$ cat src/hdl/apo_pkg.sv
package apo_pkg;
   // register addresses
   localparam logic [7:0] ADDR_REG_SHORT   = 8'h1F;
   localparam logic [7:0] ADDR_UV_SEL      = 8'h20;
   localparam logic [7:0] ADDR_LINE_TEST   = 8'h21;
   localparam logic [7:0] ADDR_OVR_A       = 8'h22;
   localparam logic [7:0] ADDR_OVR_B       = 8'h23;
   localparam logic [7:0] ADDR_STATE_A     = 8'h24;
   localparam logic [7:0] ADDR_STATE_B     = 8'h25;
   localparam logic [7:0] ADDR_IRQ_STATUS  = 8'h30;
   localparam logic [7:0] ADDR_IRQ_MASK    = 8'h31;
   // field positions
   localparam int POS_SHORT_POLICY = 0;
   localparam int POS_SHORT_FLAG   = 4;
   localparam int POS_UV_REF       = 0;
   localparam int POS_UV_THR       = 1;
   localparam int POS_SLEW_B1      = 0;
   localparam int POS_SLEW_B0      = 1;
   localparam int POS_LOAD_B1      = 2;
   localparam int POS_LOAD_B0      = 3;
   localparam int NUM_A            = 6;
   localparam int NUM_B            = 8;
   // interrupt status bits
   localparam int POS_IRQ_SHORT_ON  = 0;
   localparam int POS_IRQ_SHORT_OFF = 1;
   // reset values
   localparam logic [7:0] RST_ZERO      = 8'h00;
   localparam logic [7:0] RST_LINE_TEST = 8'h03;
endpackage : apo_pkg

$ cat src/hdl/apo_reg8.sv
`timescale 1ns/1ps
`default_nettype none
// one software-writable 8-bit register
module apo_reg8 #(
   parameter logic [7:0] RESET_VAL = 8'h00
) (
   input  wire logic       mclk,
   input  wire logic       reset_n,
   input  wire logic       wr_en,
   input  wire logic [7:0] wr_data,
   output var  logic [7:0] q
);
   logic [7:0] q_ff;
   // store on write strobe
   always_ff @(posedge mclk or negedge reset_n) begin
      if (!reset_n) q_ff <= RESET_VAL;
      else if (wr_en) q_ff <= wr_data;
   end
   assign q = q_ff;
endmodule : apo_reg8
`default_nettype wire

$ cat src/hdl/apo_pwr_sel.sv
`timescale 1ns/1ps
`default_nettype none
// per-block power enable: forced state under override, else sequencer
module apo_pwr_sel #(
   parameter int N = 8
) (
   input  wire logic         mclk,
   input  wire logic         reset_n,
   input  wire logic [N-1:0] ovr,
   input  wire logic [N-1:0] forced,
   input  wire logic [N-1:0] seq_en,
   output var  logic [N-1:0] pwr_en
);
   logic [N-1:0] pwr_ff;
   logic [N-1:0] nxt_pwr;
   assign nxt_pwr = (ovr & forced) | (~ovr & seq_en);
   always_ff @(posedge mclk or negedge reset_n) begin
      if (!reset_n) pwr_ff <= '0;
      else pwr_ff <= nxt_pwr;
   end
   assign pwr_en = pwr_ff;
endmodule : apo_pwr_sel
`default_nettype wire

$ cat src/hdl/apo_regs.sv
`timescale 1ns/1ps
`default_nettype none
// Behaviour
// - policy bit 0 clear: regulator powers down on short; set: no auto power-down
// - short flag bit 4 reads 0 while shorted, 1 otherwise
// - threshold bit 1 selects 0.7/0.3 or 0.67/0.33 of DVDD
// - reference bit 0 selects divided regulator or bandgap; resets 0
// - bits 3,2 are load control bits 0,1; reset 0
// - bits 1,0 are slew control; reset 1
// - override A bits 5..0 for bias ref and left path blocks
// - state A bits 5..0 force power state of same blocks
// - override B bits 7..0 for gain, mute, pump, cal, short, impedance
// - impedance-whole override governs sensing during whole analog power-down
// - state B holds forced state for override B blocks
module apo_regs (
   input  wire logic       mclk,
   input  wire logic       reset_n,
   input  wire logic [7:0] addr,
   input  wire logic [7:0] wdata,
   input  wire logic       wr,
   input  wire logic       rd,
   output var  logic [7:0] rdata,
   input  wire logic       short_detect,
   input  wire logic       whole_pd,
   input  wire logic [5:0] seq_en_a,
   input  wire logic [7:0] seq_en_b,
   output var  logic       reg_pwr_en,
   output var  logic       uv_threshold_select,
   output var  logic       uv_reference_select,
   output var  logic [1:0] line_load_ctrl,
   output var  logic [1:0] line_slew_ctrl,
   output var  logic [5:0] pwr_en_a,
   output var  logic [7:0] pwr_en_b,
   output var  logic       irq
);
   logic [7:0] short_q, uv_q, line_q, ovr_a_q, ovr_b_q, st_a_q, st_b_q, mask_q;
   logic [7:0] rdata_ff, nxt_rdata;
   logic [1:0] irq_st_ff, nxt_irq_st;
   logic       irq_ff, reg_pwr_ff, uv_thr_ff, uv_ref_ff;
   logic [1:0] load_ff, slew_ff;
   logic       short_d_ff, shorted_ff;
   logic [7:0] short_rd;
   logic [7:0] ovr_b_eff;
   logic       nxt_shorted;
   logic       rise, fall;

   // address decode
   wire w_short = wr && addr == apo_pkg::ADDR_REG_SHORT;
   wire w_uv    = wr && addr == apo_pkg::ADDR_UV_SEL;
   wire w_line  = wr && addr == apo_pkg::ADDR_LINE_TEST;
   wire w_ova   = wr && addr == apo_pkg::ADDR_OVR_A;
   wire w_ovb   = wr && addr == apo_pkg::ADDR_OVR_B;
   wire w_sta   = wr && addr == apo_pkg::ADDR_STATE_A;
   wire w_stb   = wr && addr == apo_pkg::ADDR_STATE_B;
   wire w_mask  = wr && addr == apo_pkg::ADDR_IRQ_MASK;
   wire r_stat  = rd && addr == apo_pkg::ADDR_IRQ_STATUS;

   // storage registers, reserved bits kept as plain storage
   apo_reg8 #(.RESET_VAL(apo_pkg::RST_ZERO)) u_short (
      .mclk(mclk), .reset_n(reset_n), .wr_en(w_short), .wr_data(wdata), .q(short_q));
   apo_reg8 #(.RESET_VAL(apo_pkg::RST_ZERO)) u_uv (
      .mclk(mclk), .reset_n(reset_n), .wr_en(w_uv), .wr_data(wdata), .q(uv_q));
   apo_reg8 #(.RESET_VAL(apo_pkg::RST_LINE_TEST)) u_line (
      .mclk(mclk), .reset_n(reset_n), .wr_en(w_line), .wr_data(wdata), .q(line_q));
   apo_reg8 #(.RESET_VAL(apo_pkg::RST_ZERO)) u_ova (
      .mclk(mclk), .reset_n(reset_n), .wr_en(w_ova), .wr_data(wdata), .q(ovr_a_q));
   apo_reg8 #(.RESET_VAL(apo_pkg::RST_ZERO)) u_ovb (
      .mclk(mclk), .reset_n(reset_n), .wr_en(w_ovb), .wr_data(wdata), .q(ovr_b_q));
   apo_reg8 #(.RESET_VAL(apo_pkg::RST_ZERO)) u_sta (
      .mclk(mclk), .reset_n(reset_n), .wr_en(w_sta), .wr_data(wdata), .q(st_a_q));
   apo_reg8 #(.RESET_VAL(apo_pkg::RST_ZERO)) u_stb (
      .mclk(mclk), .reset_n(reset_n), .wr_en(w_stb), .wr_data(wdata), .q(st_b_q));
   apo_reg8 #(.RESET_VAL(apo_pkg::RST_ZERO)) u_mask (
      .mclk(mclk), .reset_n(reset_n), .wr_en(w_mask), .wr_data(wdata), .q(mask_q));

   // short flag reads inverted live state; bit 4 not software storage
   always_comb begin
      short_rd = short_q;
      short_rd[apo_pkg::POS_SHORT_FLAG] = ~shorted_ff;
   end

   // read mux
   always_comb begin
      case (addr)
         apo_pkg::ADDR_REG_SHORT:  nxt_rdata = short_rd;
         apo_pkg::ADDR_UV_SEL:     nxt_rdata = uv_q;
         apo_pkg::ADDR_LINE_TEST:  nxt_rdata = line_q;
         apo_pkg::ADDR_OVR_A:      nxt_rdata = ovr_a_q;
         apo_pkg::ADDR_OVR_B:      nxt_rdata = ovr_b_q;
         apo_pkg::ADDR_STATE_A:    nxt_rdata = st_a_q;
         apo_pkg::ADDR_STATE_B:    nxt_rdata = st_b_q;
         apo_pkg::ADDR_IRQ_STATUS: nxt_rdata = {6'h00, irq_st_ff};
         apo_pkg::ADDR_IRQ_MASK:   nxt_rdata = mask_q;
         default:                  nxt_rdata = 8'h00;
      endcase
   end

   // read data register, one cycle after strobe, zero otherwise
   always_ff @(posedge mclk or negedge reset_n) begin
      if (!reset_n) rdata_ff <= 8'h00;
      else rdata_ff <= rd ? nxt_rdata : 8'h00;
   end

   // short detection edges
   assign nxt_shorted = short_detect;
   assign rise = nxt_shorted & ~short_d_ff;
   assign fall = ~nxt_shorted & short_d_ff;
   always_ff @(posedge mclk or negedge reset_n) begin
      if (!reset_n) begin
         short_d_ff <= 1'b0;
         shorted_ff <= 1'b0;
      end else begin
         short_d_ff <= nxt_shorted;
         shorted_ff <= nxt_shorted;
      end
   end

   // sticky status: set wins over read-clear
   always_comb begin
      nxt_irq_st = r_stat ? 2'b00 : irq_st_ff;
      if (rise) nxt_irq_st[apo_pkg::POS_IRQ_SHORT_ON] = 1'b1;
      if (fall) nxt_irq_st[apo_pkg::POS_IRQ_SHORT_OFF] = 1'b1;
   end
   always_ff @(posedge mclk or negedge reset_n) begin
      if (!reset_n) begin
         irq_st_ff <= 2'b00;
         irq_ff    <= 1'b0;
      end else begin
         irq_st_ff <= nxt_irq_st;
         irq_ff    <= |(nxt_irq_st & mask_q[1:0]);
      end
   end

   // regulator stays on unless shorted with auto power-down allowed
   wire nxt_reg_pwr = ~(shorted_ff & ~short_q[apo_pkg::POS_SHORT_POLICY]);
   always_ff @(posedge mclk or negedge reset_n) begin
      if (!reset_n) reg_pwr_ff <= 1'b1;
      else reg_pwr_ff <= nxt_reg_pwr;
   end

   // analog test selections registered to outputs
   always_ff @(posedge mclk or negedge reset_n) begin
      if (!reset_n) begin
         uv_thr_ff <= 1'b0;
         uv_ref_ff <= 1'b0;
         load_ff   <= 2'b00;
         slew_ff   <= 2'b11;
      end else begin
         uv_thr_ff <= uv_q[apo_pkg::POS_UV_THR];
         uv_ref_ff <= uv_q[apo_pkg::POS_UV_REF];
         load_ff   <= {line_q[apo_pkg::POS_LOAD_B1], line_q[apo_pkg::POS_LOAD_B0]};
         slew_ff   <= {line_q[apo_pkg::POS_SLEW_B1], line_q[apo_pkg::POS_SLEW_B0]};
      end
   end

   // impedance-whole override replaces sense override during whole power-down
   always_comb begin
      ovr_b_eff = ovr_b_q;
      if (whole_pd) ovr_b_eff[1] = ovr_b_q[0];
      if (whole_pd) ovr_b_eff[0] = ovr_b_q[0];
   end

   apo_pwr_sel #(.N(apo_pkg::NUM_A)) u_sel_a (
      .mclk(mclk), .reset_n(reset_n), .ovr(ovr_a_q[5:0]), .forced(st_a_q[5:0]),
      .seq_en(seq_en_a), .pwr_en(pwr_en_a));
   apo_pwr_sel #(.N(apo_pkg::NUM_B)) u_sel_b (
      .mclk(mclk), .reset_n(reset_n), .ovr(ovr_b_eff),
      .forced(whole_pd ? {st_b_q[7:2], st_b_q[0], st_b_q[0]} : st_b_q),
      .seq_en(seq_en_b), .pwr_en(pwr_en_b));

   assign rdata               = rdata_ff;
   assign irq                 = irq_ff;
   assign reg_pwr_en          = reg_pwr_ff;
   assign uv_threshold_select = uv_thr_ff;
   assign uv_reference_select = uv_ref_ff;
   assign line_load_ctrl      = load_ff;
   assign line_slew_ctrl      = slew_ff;
endmodule : apo_regs
`default_nettype wire

$ cat config.mk
export PLATFORM = sky130hd
export DESIGN_NAME = apo_regs
export DESIGN_NICKNAME = d
export VERILOG_FILES = /design/src/hdl/apo_pkg.sv /design/src/hdl/apo_reg8.sv /design/src/hdl/apo_pwr_sel.sv /design/src/hdl/apo_regs.sv
export SDC_FILE = /design/constraint.sdc
export NUM_CORES = 1
export LEC_CHECK = 0
export BUFFER_PORTS_ARGS = -buffer_cell sky130_fd_sc_hd__buf_2
export CORE_MARGIN = 1
export CORE_UTILIZATION = 30
export DETAILED_ROUTE_END_ITERATION = 10
export PLACE_DENSITY = 0.51
export SLEW_MARGIN = 20
export SYNTH_ARGS = -nofsm -noshare
export SYNTH_HDL_FRONTEND = slang
export SYNTH_HIERARCHICAL = 1
export SYNTH_SLANG_ARGS = --single-unit
$ cat constraint.sdc
create_clock -name mclk -period 1.9 [get_ports mclk]
set_clock_uncertainty 0.05 [all_clocks]
set_input_delay 0.095 -clock mclk [delete_from_list [all_inputs] [get_ports mclk]]
set_output_delay 0.095 -clock mclk [all_outputs]
set_load 0.05 [all_outputs]
==> qor.csv <==
metric;value;unit
Worst path top cell family by delay;simple AND/OR/NAND/NOR gates;
total number of vias;2824;
CP max-delay cell;or4_4;
Syn-to-layout area delta;27.1;%
first-pass GRT wire length;17.7;mm
fmax;597;MHz
post_cts resized;0;
Horiz. Die Dim;124;um
crit-path cells;buf_2, or4_4, nor2_1, nand3_1, nor2_1, buf_4, mux2_4;
buffer depth of the longest clock path;2;
mean post-synth cell area;15.2;um^2
DRC Markers;0;
final net count;448;
Int Power;0.00347;W
Worst Path Buf+Inv;2;
Worst-Margin Slew;0.506;ns
Critical Path Sink;u_ova/q[5]$_DFFE_PN0P_;
htree depth;3;
Final GP Congestion;0.801;
die area;0.0155;mm^2
worst setup path startpoint;addr[7];
headroom to the max-slew limit;0.663;
Max Slew Vio Count;0;
Ant. Diodes;0;
num ports;66;
hpwl dp;8.06;mm
drt first pass iters;4;
r2r setup slk;0.40;ns
count of final hold-check violations;0;
Setup-failing EPs final;0;
# rows;44;
Cell Area, Synth;0.00449;mm^2
critical path depth in cells;7;
routed vias/inst;4.70;
Worst Hold Class;in -> reg;
worst r2r src;u_ovb/q[3]$_DFFE_PN0P_;
outcome;finished clean;
clk slew on worst S/H paths;0.06;ns
Hold Slack;0.0495;ns
Tmin final;1.67;ns
total track usage;0.151;
Max VDD drop;0.449;mV
Tcrit/Tclk final;0.881;
CP peak stage delay;0.54;ns
Worst Setup End Kind;flip-flop;
initial antenna violation count;0;
Initial Util;0.308;
Worst EP required;2.09;ns
DP Area;0.00524;mm^2
Die Ht;124;um
reg2reg path depth;4;
Leakage;2.71;nW
CTS tree;built;
wire per inst;18.3;um
global route overflow;0;
share of layout cells above drive strength 1;0.537;
DR iter-0 viols;119;
DRT antenna net count;0;
switching power;0.00110;W
RSZ-0062 raised after global routing;no;
Pwr Density;802;mW/mm^2
Inst Count DP;569;
CTS Sinks;96;
Sw Share;0.241;
clk_lat worst skew;0.35;ns
vias in the first global route;3031;
Core ar.;0.0146;mm^2
Startpoint Class;primary input;
Max Cap Viol;0;
Syn Nets;331;
Comb power frac;0.112;
largest fanout on the critical path;5;
Post-Route Utilization;0.391;
total chip power;0.00458;W
CTS Buf Count;9;
part of the power in the clock network;0.406;
Cell Count, Final, Fillers Out;601;
CP Class;in -> reg;
Ys Warns;6;
Detailed Route WL;11.0;mm
Seq pwr share;0.482;
Syn Inst Count;295;
# port buffers;65;
largest net degree at the start of global routing;40;
worst reg2reg endpoint;rdata[3]$_DFF_PN0_;
CP dominant cell by count;nor2_1;
final instance area;0.00571;mm^2
clock root buffer;clkbuf_16;
Data arrival, critical path;1.86;ns
==> metrics by stage <==
stage,worst slack [ns],setup TNS [ns]
2_1_floorplan,0.0353,0
3_3_place_gp,-0.106,-2.58
3_5_place_dp,-0.115,-3.09
4_1_cts,0.248,0
5_1_grt,0.125,0
6_report,0.225,0
==> what timing repair did <==
item | CTS | global route
endpoints found under the hold margin | 47 | 0
buffers inserted | 0 | 0
endpoints found under the setup margin | 0 | 0
hold buffers | 16 | 0
==> cells in the final DEF (no fill, tap or decap), types with 2 or more instances in the layout <==
cell / instances
mux2_4: 77
a22oi_1: 3
nor4_2: 2
dfstp_2: 5
clkbuf_8: 2
clkinv_2: 2
nor2b_1: 3
a21o_1: 3
inv_1: 2
and3_1: 3
o21ai_0: 3
a31oi_1: 8
nand2_1: 12
mux2_2: 12
a32oi_1: 4
clkinvlp_4: 2
buf_2: 64
clkbuf_16: 9
a22o_1: 6
nand2b_1: 4
nor3_1: 3
buf_4: 41
dfrtp_1: 91
dlygate4sd3_1: 16
nand3_1: 8
nor2_1: 10
mux2i_1: 4
mux4_2: 4
==> power groups by stage <==
| stage | Clock, W | Sequential, W | Combinational (W) |
|---|---|---|---|
| floorplan | 0 | 0.00231 | 0.000213 |
| global placement | 0 | 0.00224 | 0.000490 |
| CTS | 0.00192 | 0.00220 | 0.000522 |
| global route | 0.00199 | 0.00221 | 0.000550 |
| detailed placement | 0 | 0.00224 | 0.000495 |
| finish | 0.00186 | 0.00220 | 0.000513 |
==> flip-flops by register name, indices dropped and copies added (netlist names) <==
signal / cells
irq: 1
irq_st_ff: 2
line_load_ctrl: 2
line_slew_ctrl: 2
rdata: 8
reg_pwr_en: 1
shorted_ff: 1
u_line/q: 8
u_mask/q: 8
u_ova/q: 8
u_ovb/q: 8
u_sel_a/pwr_en: 6
u_sel_b/pwr_en: 8
u_short/q: 7
u_sta/q: 8
u_stb/q: 8
u_uv/q: 8
uv_reference_select: 1
uv_threshold_select: 1
==> routing by layer <==
metal,vias up,wire length [um],global-route usage
met5,-,0,0
li1,1316,-,-
met3,11,456,0.0434
met1,1435,5220,0.205
met2,62,5170,0.236
met4,0,131,0.0432
==> worst min-delay path by stage <==
stage | from | cells after the start | end
after CTS | wdata[4] | 2 | u_sta/q[4]$_DFFE_PN0P_
final | wdata[4] | 2 | u_stb/q[4]$_DFFE_PN0P_
after global routing | wdata[7] | 2 | u_ovb/q[7]$_DFFE_PN0P_
after detailed placement | reset_n | 1 | u_sel_b/pwr_en[3]$_DFF_PN0_
after floorplan | reset_n | 0 | irq$_DFF_PN0_
after global placement | reset_n | 1 | u_sta/q[2]$_DFFE_PN0P_
==> area by class of cell <==
| class | count | area [um^2] |
|---|---|---|
| inverters | 2 | 7.51 |
| multi-input cells | 181 | 1940 |
| repair buffers | 122 | 808 |
| clock buffers | 11 | 253 |
| clock inverters | 5 | 55.1 |
| fillers | 1389 | 8880 |
| well taps | 184 | 230 |
| flip-flops and latches | 96 | 2410 |
No activity file was read; power rests on OpenSTA's default activity.
